==> src/logic/art_pkg.sv <==
// Package for the PWM auto-reload timer with capture.
// Assumes an APB slave with 32-bit data; registers sit in the low byte.
package art_pkg;
    // Register byte offsets
    localparam logic [7:0] OFF_DUTY3 = 8'h00;
    localparam logic [7:0] OFF_DUTY2 = 8'h04;
    localparam logic [7:0] OFF_DUTY1 = 8'h08;
    localparam logic [7:0] OFF_DUTY0 = 8'h0c;
    localparam logic [7:0] OFF_PWMCTL = 8'h10;
    localparam logic [7:0] OFF_CSR = 8'h14;
    localparam logic [7:0] OFF_CAR = 8'h18;
    localparam logic [7:0] OFF_RELOAD = 8'h1c;
    localparam logic [7:0] OFF_CAPCSR = 8'h20;
    localparam logic [7:0] OFF_CAP1 = 8'h24;
    localparam logic [7:0] OFF_CAP2 = 8'h28;
    // Timer control/status fields
    localparam int CSR_EXTCLK = 7;
    localparam int CSR_PRE_HI = 6;
    localparam int CSR_PRE_LO = 4;
    localparam int CSR_RUN = 3;
    localparam int CSR_FORCE = 2;
    localparam int CSR_OVIE = 1;
    localparam int CSR_OVF = 0;
    // Capture control/status fields
    localparam int CAP_EDGE_LO = 4;
    localparam int CAP_IE_LO = 2;
    localparam int CAP_FLAG_LO = 0;
    localparam logic [7:0] RESET_VAL = 8'h00;
    localparam logic [7:0] CNT_TOP = 8'hff;
    localparam int PRESCALE_BITS = 7;

    typedef struct packed {
        logic extClk;
        logic [2:0] preSel;
        logic run;
        logic ovIe;
    } art_ctrl_t;

    typedef struct packed {
        logic [1:0] edgeRise;
        logic [1:0] irqEn;
    } art_capctl_t;
endpackage

==> src/logic/art_timer.sv <==
// PWM auto-reload timer with four PWM outputs and two input captures.
// Assumes an APB master on clk; pins are asynchronous and synchronised here.
// Operation
// - In HALT with external clock, control registers freeze; counter runs, overflow wakes.
// - Each capture channel sets its own flag and interrupt independently.
// - Active capture edge copies the counter into the channel capture register.
// - Further captures blocked until software reads the capture register.
// - Capture interrupt asserted while flag and enable both set.
// - Capture inputs act as edge interrupts and wake from HALT when enabled.
// - Control bit 7 selects CPU clock or external clock for prescaler.
// - Bits 6:4 set prescale division two to the field value.
// - Bit 3 runs counter; clear freezes prescaler and counter.
// - Force-reload bit is write-only and reads zero.
// - Force reload loads reload value and clears prescaler.
// - Bit 1 enables overflow interrupt requested while flag set.
// - Overflow flag set on FFh wrap; cleared by reading control/status.
// - Counter access register reads and writes the live counter.
// - Overflow loads reload value and sets PWM levels high same cycle.
// - PWM control bits 7:4 enable each channel onto its pin.
// - Polarity 0: high while counter at or below compare; 1 inverts.
// - Changing polarity inverts the output immediately.
// - Duty register sets second edge; reload value sets common first edge.
// - Capture edge bits 5:4 select falling or rising; bits 7:6 read zero.
// - Capture control bits 3:2 enable channel 2 and 1 interrupts.
// - Capture flags set on capture, cleared by reading capture register.
// - Compare shadows load from duty registers only at overflow.
// - Overflow reload leaves the prescaler unchanged.
// - Counter write or forced reload clears the prescaler.
//
// The register offsets and the APB interface to the registers were decided locally.
`timescale 1ns/100ps
module art_timer (
    input wire logic clk,
    input wire logic rstn,
    input wire logic psel,
    input wire logic penable,
    input wire logic pwrite,
    input wire logic [7:0] paddr,
    input wire logic [31:0] pwdata,
    output logic [31:0] prdata,
    output logic pready,
    output logic pslverr,
    input wire logic haltMode,
    input wire logic externalTimerClock,
    input wire logic [1:0] captureInPin,
    output logic [3:0] pulseOutPin,
    output logic [3:0] pulseOutEnable,
    output logic overflowIrq,
    output logic [1:0] captureIrq,
    output logic wakeUp
);
    art_pkg::art_ctrl_t ctrl_r;
    art_pkg::art_capctl_t capCtl_r;
    logic [7:0] counter_r;
    logic [7:0] reload_r;
    logic [6:0] prescale_r;
    logic [3:0] outEnable_r;
    logic [3:0] polarity_r;
    logic [7:0] duty_r [4];
    logic [7:0] shadow_r [4];
    logic [3:0] pwmLevel_r;
    logic overflowFlag_r;
    logic [1:0] capFlag_r;
    logic [7:0] capVal_r [2];
    logic [1:0] extSync_r;
    logic extPrev_r;
    logic [1:0] capSync1_r;
    logic [1:0] capSync2_r;
    logic [1:0] capPrev_r;
    logic [31:0] prdata_r;
    logic wr;
    logic rd;
    logic frozen;
    logic inputTick;
    logic countTick;
    logic overflow;
    logic carWrite;
    logic forceReload;
    logic csrRead;
    logic [1:0] capRead;
    logic [1:0] capEdge;
    logic [6:0] tapMask;
    logic mapped;

    function automatic logic isAddr(input logic [7:0] a, input logic [7:0] off);
        return a == off;
    endfunction

    assign wr = psel && penable && pwrite;
    assign rd = psel && penable && !pwrite;
    assign pready = 1'b1;
    assign mapped = paddr <= art_pkg::OFF_CAP2 && paddr[1:0] == 2'b00;
    assign pslverr = psel && penable && !mapped;
    // Control registers hold while halted on the external clock
    assign frozen = haltMode && ctrl_r.extClk;

    // Pin synchronisers
    always_ff @(posedge clk or negedge rstn) begin
        if (!rstn) begin
            extSync_r <= 2'b00;
            extPrev_r <= 1'b0;
            capSync1_r <= 2'b00;
            capSync2_r <= 2'b00;
            capPrev_r <= 2'b00;
        end else begin
            extSync_r <= {extSync_r[0], externalTimerClock};
            extPrev_r <= extSync_r[1];
            capSync1_r <= captureInPin;
            capSync2_r <= capSync1_r;
            capPrev_r <= capSync2_r;
        end
    end

    // Prescaler input select
    assign inputTick = ctrl_r.extClk ? (extSync_r[1] && !extPrev_r) : 1'b1;
    assign tapMask = 7'(({7'h00, 1'b1} << ctrl_r.preSel) - 8'h01);
    assign countTick = ctrl_r.run && inputTick && ((prescale_r & tapMask) == tapMask);
    assign overflow = countTick && counter_r == art_pkg::CNT_TOP;
    assign carWrite = wr && isAddr(paddr, art_pkg::OFF_CAR) && !frozen;
    assign forceReload = wr && isAddr(paddr, art_pkg::OFF_CSR) && !frozen
        && pwdata[art_pkg::CSR_FORCE];
    assign csrRead = rd && isAddr(paddr, art_pkg::OFF_CSR);
    assign capRead[0] = rd && isAddr(paddr, art_pkg::OFF_CAP1);
    assign capRead[1] = rd && isAddr(paddr, art_pkg::OFF_CAP2);

    // Prescaler
    always_ff @(posedge clk or negedge rstn) begin
        if (!rstn) begin
            prescale_r <= 7'h00;
        end else if (carWrite || forceReload) begin
            prescale_r <= 7'h00;
        end else if (ctrl_r.run && inputTick) begin
            prescale_r <= prescale_r + 7'h01;
        end
    end

    // Counter
    always_ff @(posedge clk or negedge rstn) begin
        if (!rstn) begin
            counter_r <= art_pkg::RESET_VAL;
        end else if (carWrite) begin
            counter_r <= pwdata[7:0];
        end else if (forceReload) begin
            counter_r <= reload_r;
        end else if (overflow) begin
            counter_r <= reload_r;
        end else if (countTick) begin
            counter_r <= counter_r + 8'h01;
        end
    end

    // Control registers
    always_ff @(posedge clk or negedge rstn) begin
        if (!rstn) begin
            ctrl_r <= '0;
            capCtl_r <= '0;
            reload_r <= art_pkg::RESET_VAL;
            outEnable_r <= 4'h0;
            polarity_r <= 4'h0;
            for (int i = 0; i < 4; i++) begin
                duty_r[i] <= art_pkg::RESET_VAL;
            end
        end else if (wr && !frozen) begin
            if (isAddr(paddr, art_pkg::OFF_CSR)) begin
                ctrl_r.extClk <= pwdata[art_pkg::CSR_EXTCLK];
                ctrl_r.preSel <= pwdata[art_pkg::CSR_PRE_HI:art_pkg::CSR_PRE_LO];
                ctrl_r.run <= pwdata[art_pkg::CSR_RUN];
                ctrl_r.ovIe <= pwdata[art_pkg::CSR_OVIE];
            end
            if (isAddr(paddr, art_pkg::OFF_RELOAD)) begin
                reload_r <= pwdata[7:0];
            end
            if (isAddr(paddr, art_pkg::OFF_PWMCTL)) begin
                outEnable_r <= pwdata[7:4];
                polarity_r <= pwdata[3:0];
            end
            if (isAddr(paddr, art_pkg::OFF_CAPCSR)) begin
                capCtl_r.edgeRise <= pwdata[art_pkg::CAP_EDGE_LO +: 2];
                capCtl_r.irqEn <= pwdata[art_pkg::CAP_IE_LO +: 2];
            end
            for (int i = 0; i < 4; i++) begin
                if (isAddr(paddr, 8'(art_pkg::OFF_DUTY0 - 8'(4 * i)))) begin
                    duty_r[i] <= pwdata[7:0];
                end
            end
        end
    end

    // Overflow flag, set wins over read clear
    always_ff @(posedge clk or negedge rstn) begin
        if (!rstn) begin
            overflowFlag_r <= 1'b0;
        end else if (overflow) begin
            overflowFlag_r <= 1'b1;
        end else if (csrRead) begin
            overflowFlag_r <= 1'b0;
        end
    end

    // Compare shadows and PWM levels
    always_ff @(posedge clk or negedge rstn) begin
        if (!rstn) begin
            pwmLevel_r <= 4'h0;
            for (int i = 0; i < 4; i++) begin
                shadow_r[i] <= art_pkg::RESET_VAL;
            end
        end else begin
            for (int i = 0; i < 4; i++) begin
                if (overflow) begin
                    shadow_r[i] <= duty_r[i];
                    pwmLevel_r[i] <= 1'b1;
                end else if (countTick && counter_r + 8'h01 > shadow_r[i]) begin
                    pwmLevel_r[i] <= 1'b0;
                end
            end
        end
    end

    // Polarity applied after the register so a change shows at once
    always_ff @(posedge clk or negedge rstn) begin
        if (!rstn) begin
            pulseOutEnable <= 4'h0;
        end else begin
            pulseOutEnable <= outEnable_r;
        end
    end
    assign pulseOutPin = outEnable_r & (pwmLevel_r ^ polarity_r);

    // Capture channels
    assign capEdge = (capSync2_r & ~capPrev_r & capCtl_r.edgeRise)
        | (~capSync2_r & capPrev_r & ~capCtl_r.edgeRise);
    always_ff @(posedge clk or negedge rstn) begin
        if (!rstn) begin
            capFlag_r <= 2'b00;
            capVal_r[0] <= art_pkg::RESET_VAL;
            capVal_r[1] <= art_pkg::RESET_VAL;
        end else begin
            for (int c = 0; c < 2; c++) begin
                // A read in the same cycle frees the register, so the new edge is kept
                if (capEdge[c] && (!capFlag_r[c] || capRead[c])) begin
                    capVal_r[c] <= counter_r;
                    capFlag_r[c] <= 1'b1;
                end else if (capRead[c]) begin
                    capFlag_r[c] <= 1'b0;
                end
            end
        end
    end

    assign overflowIrq = overflowFlag_r && ctrl_r.ovIe;
    assign captureIrq = capFlag_r & capCtl_r.irqEn;
    assign wakeUp = haltMode && (overflowIrq || captureIrq != 2'b00);

    // Read data
    always_ff @(posedge clk or negedge rstn) begin
        if (!rstn) begin
            prdata_r <= 32'h0000_0000;
        end else if (psel && !penable && !pwrite) begin
            case (paddr)
                art_pkg::OFF_CSR: prdata_r <= {24'h0, ctrl_r.extClk, ctrl_r.preSel,
                    ctrl_r.run, 1'b0, ctrl_r.ovIe, overflowFlag_r};
                art_pkg::OFF_CAR: prdata_r <= {24'h0, counter_r};
                art_pkg::OFF_RELOAD: prdata_r <= {24'h0, reload_r};
                art_pkg::OFF_PWMCTL: prdata_r <= {24'h0, outEnable_r, polarity_r};
                art_pkg::OFF_DUTY0: prdata_r <= {24'h0, duty_r[0]};
                art_pkg::OFF_DUTY1: prdata_r <= {24'h0, duty_r[1]};
                art_pkg::OFF_DUTY2: prdata_r <= {24'h0, duty_r[2]};
                art_pkg::OFF_DUTY3: prdata_r <= {24'h0, duty_r[3]};
                art_pkg::OFF_CAPCSR: prdata_r <= {24'h0, 2'b00, capCtl_r.edgeRise,
                    capCtl_r.irqEn, capFlag_r};
                art_pkg::OFF_CAP1: prdata_r <= {24'h0, capVal_r[0]};
                art_pkg::OFF_CAP2: prdata_r <= {24'h0, capVal_r[1]};
                default: prdata_r <= 32'h0000_0000;
            endcase
        end
    end
    assign prdata = prdata_r;

    a_ovf_irq_level: assert property (@(posedge clk) disable iff (!rstn)
        overflow |=> overflowFlag_r) else $error("overflow flag not set");
    a_reload_on_wrap: assert property (@(posedge clk) disable iff (!rstn)
        overflow && !carWrite && !forceReload |=> counter_r == $past(reload_r))
        else $error("no reload at overflow");
    a_capture_blocked: assert property (@(posedge clk) disable iff (!rstn)
        capFlag_r[0] && !capRead[0] |=> $stable(capVal_r[0]))
        else $error("capture overwritten");
    a_capture_value: assert property (@(posedge clk) disable iff (!rstn)
        capEdge[1] && !capFlag_r[1] |=> capVal_r[1] == $past(counter_r) && capFlag_r[1])
        else $error("capture value wrong");
    a_stop_holds: assert property (@(posedge clk) disable iff (!rstn)
        !ctrl_r.run && !carWrite && !forceReload |=> $stable(counter_r) && $stable(prescale_r))
        else $error("counter moved while stopped");
    a_force_clears: assert property (@(posedge clk) disable iff (!rstn)
        forceReload && !carWrite |=> prescale_r == 7'h00 && counter_r == $past(reload_r))
        else $error("force reload failed");
    a_shadow_stable: assert property (@(posedge clk) disable iff (!rstn)
        !overflow |=> $stable(shadow_r[2])) else $error("shadow changed");
    a_frozen_ctrl: assert property (@(posedge clk) disable iff (!rstn)
        frozen |=> $stable(reload_r) || !$past(frozen)) else $error("frozen write");
    a_cap_irq: assert property (@(posedge clk) disable iff (!rstn)
        captureIrq[0] == (capFlag_r[0] && capCtl_r.irqEn[0]))
        else $error("capture irq mismatch");
    c_overflow: cover property (@(posedge clk) disable iff (!rstn) overflow);
    c_capture: cover property (@(posedge clk) disable iff (!rstn) capEdge[0] && !capFlag_r[0]);
    c_wake: cover property (@(posedge clk) disable iff (!rstn) wakeUp);
endmodule // art_timer
==> config.mk <==
export PLATFORM = sky130hd
export DESIGN_NAME = art_timer
export DESIGN_NICKNAME = d
export VERILOG_FILES = /design/src/logic/art_pkg.sv /design/src/logic/art_timer.sv
export SDC_FILE = /design/constraint.sdc
export NUM_CORES = 1
export LEC_CHECK = 0
export ABC_AREA = 1
export BUFFER_PORTS_ARGS = -buffer_cell sky130_fd_sc_hd__clkbuf_2
export CAP_MARGIN = 20
export CELL_PAD_IN_SITES_DETAIL_PLACEMENT = 1
export CELL_PAD_IN_SITES_GLOBAL_PLACEMENT = 1
export CORE_ASPECT_RATIO = 1.75
export CORE_MARGIN = 1.5
export CORE_UTILIZATION = 44
export DETAILED_ROUTE_END_ITERATION = 12
export HOLD_SLACK_MARGIN = 0.12
export PLACE_DENSITY_LB_ADDON = 0.1
export SYNTH_ARGS = -nofsm -noshare
export SYNTH_HDL_FRONTEND = slang
export SYNTH_SLANG_ARGS = --single-unit
==> constraint.sdc <==
create_clock -name clk -period 2.7 [get_ports clk]
set_clock_uncertainty 0.05 [all_clocks]
set_input_delay 0.135 -clock clk [delete_from_list [all_inputs] [get_ports clk]]
set_output_delay 0.135 -clock clk [all_outputs]
set_load 0.03 [all_outputs]
==> impl_metrics.tcl <==
set metrics [dict create \
    hp-class "input port to register" \
    num_rows 65 \
    ant_nets 0 \
    fin_crit_ps 2403 \
    slew_headroom_pct 56.99 \
    vias 6752 \
    seq_area_frac_synth_pct 46.74 \
    setup_viol 0 \
    drive_gt1_share_pct 15.38 \
    clockBufferDepth 2 \
    drc 0 \
    cts_resized 0 \
    root_buffer "clkbuf_16" \
    power.total_uw 6093 \
    syn2layout_area_growth_pct 14.81 \
    fp.dieH_um 181.1 \
    htreeDepth 4 \
    post-cts-setup-buffers 0 \
    cap_viol_max_count 0 \
    hold_viol 0 \
    clkTransAtPathRegs_ps 70 \
    ios 95 \
    slew_violations 0 \
    timing.hold.ws_ps 141.6 \
    wl_per_cell_um 19.07 \
    critPathBufInv 1 \
    grt_max_degree 62 \
    die_x_um 104.8 \
    yosys_register_bits 149 \
    critical_path.top_delay_family "simple AND/OR/NAND/NOR gates" \
    yosysWarnings 0 \
    crit_required_ps 3010 \
    rsz0062_at_grt "no" \
    grt_pass1_wl_um 38990 \
    clkLatencyLatePin_ps 430 \
    dr.pass1.iters 5 \
    drtIter0Drc 279 \
    synthDistinctLibCells 38 \
    synth_top_area_share_pct 46.74 \
    layout.nets 1125 \
    synthCells 965 \
    path_cells "nor2_4, nand2_2, ha_1, inv_1, nand2_1, nand2_1, nor2_2, nand3_4, nor2_2, nand3_4, nand2_2, nand2_1, nand3_1, nand2_1, nand2_1" \
    place.gp.congestion 0.8532 \
    status "finished, final reports clean" \
    fin_tns_setup_ps 0 \
    core_area_um2 17890 \
    dpl.hpwl_um 18610 \
    vdd_drop_max_v 0.0003678 \
    worstSetupEndpointType "register" \
    grt_usage_pct 27.41 \
    path_common_cell "nand2_1" \
    crit_path_max_fanout 12 \
    dieArea_um2 18980 \
    power.density_nw_per_um2 665.3 \
    cpMaxStageDelayCell "dfrtp_1" \
    antenna_found_initial 0 \
    period_share_pct 88.99 \
    cts.sinks 149 \
    viasPerCell 5.246 \
    routed_wl_um 24550 \
    overflow 0 \
    synth.avg_cell_area_um2 8.267 \
    antennaDiodeCount 0 \
    placed_cells 1244 \
    hold_buffers 12 \
    slowest_delay_ps 470 \
    cts_buffers 17 \
    crit_type "register to register" \
    portBuffers 45 \
    fmax_mhz 416.2 \
    power_leakage_uw 0.004374 \
    grt_pass1_vias 7151 \
    crit_path_start_kind "register" \
    worst_slew_pin_slew_ps 642.8 \
    yosys.area.top_type "dfrtp_1" \
    start_util_pct 44.59 \
    syn_area_um2 7978 \
    cp.arrival_ps 2720 \
    synthTopCellsByArea "dfrtp_1, nand2_1, inv_1, ha_1, o21ai_0" \
    layout.cells.non_filler 1287 \
    cts_tree "done" \
]
==> cell families (layout without fill, tap and decap cells) <==
family	after synthesis	count (layout)	share of synthesized area (%)
other	2	25	0.09414
XOR/XNOR	5	5	0.5489
AO/OA/AOI/OAI	211	211	14.70
AND/OR/NAND/NOR	382	382	21.71
flip-flops	149	149	46.74
buffers and inverters	181	246	10.73
adder cells (fa/ha/maj)	35	35	5.489
==> path summary, 6_finish.rpt <==
kind	from	endpoint	slack, ps	cells after the start
setup reg to reg	ctrl_r[3]	counter_r[1]	300	15
setup / recovery	ctrl_r[3]	counter_r[1]	300	15
hold / removal	pwdata[1]	polarity_r[1]	140	3
max in group asynchronous	rstn	capVal_r[10]	1620	3
min in group asynchronous	rstn	pulseOutEnable[0]	210	2
hold reg to reg	capSync1_r[0]	capSync2_r[0]	300	0
==> cell usage in the layout, fill, tap and decap left out, types with 22 or more instances in the layout <==
cell type,n
nand3_1,58
dfrtp_1,149
ha_1,35
o21ai_1,37
o21ai_0,79
nand2_1,239
a21oi_1,53
inv_1,122
clkbuf_2,44
conb_1,25
buf_4,22
nor2_1,41
==> synth_stat cells (all sizes together) <==
library cell  instances
conb                  2
xnor2                 1
buf                  41
nand4                 7
nor2                 54
a21oi                54
ha                   35
o2bb2ai               2
nand3                63
o211ai                3
a22o                  2
clkinv                1
clkbuf                5
xor2                  4
nand2               250
o21ai               134
nand3b                1
nor3                  7
dfrtp               149
o31ai                 1
inv                 134
o22ai                14
a211oi                1
==> per-layer routing <==
metal  vias up  part of all wire, %  GRT usage (%)
met5         -                    0              0
met4         0                  5.0          14.85
met3        56                  2.7          3.571
met2       144                   55          51.22
met1      3315                   37          29.35
li1       3237                    -              -
==> tightest hold or removal path, delay by kind of cell <==
kind | cells | cell delay, ps
AOI/OAI and AO/OA | 1 | 180
buffers and inverters | 2 | 250
==> flip-flops by register name, summed over array words and instances, names as in the netlist, 6 cells and up <==
register / flops
ctrl_r: 6
reload_r: 8
counter_r: 8
duty_r: 32
shadow_r: 32
prdata: 8
capVal_r: 16
prescale_r: 7
==> cell type report <==
type,instances,area (µm²)
Timing Repair Buffer,80,536.8
Clock inverter,11,150.1
Sequential cell,149,3729
Inverter,135,514.2
Tap cell,234,292.8
Fill cell,2186,8733
Clock buffer,20,456.7
Multi-Input combinational cell,658,3480
==> power breakdown <==
part,switching (µW),internal (µW)
registers,113,2370
clock network,981,1500
logic,729,393
total,1820,4270
==> per-stage QoR <==
stage / instance area (µm²) / utilization [%] / setup WS [ps]
2_1_floorplan: 8064 / - / 640.8
3_3_place_gp: 8432 / 47.13 / 388.0
3_5_place_dp: 8432 / 47.13 / 350.6
4_1_cts: 9159 / 51.19 / 300.3
5_1_grt: 9159 / 51.19 / 22.95
6_report: 9159 / 51.19 / 297.2
No activity file was read; power rests on OpenSTA's default activity.
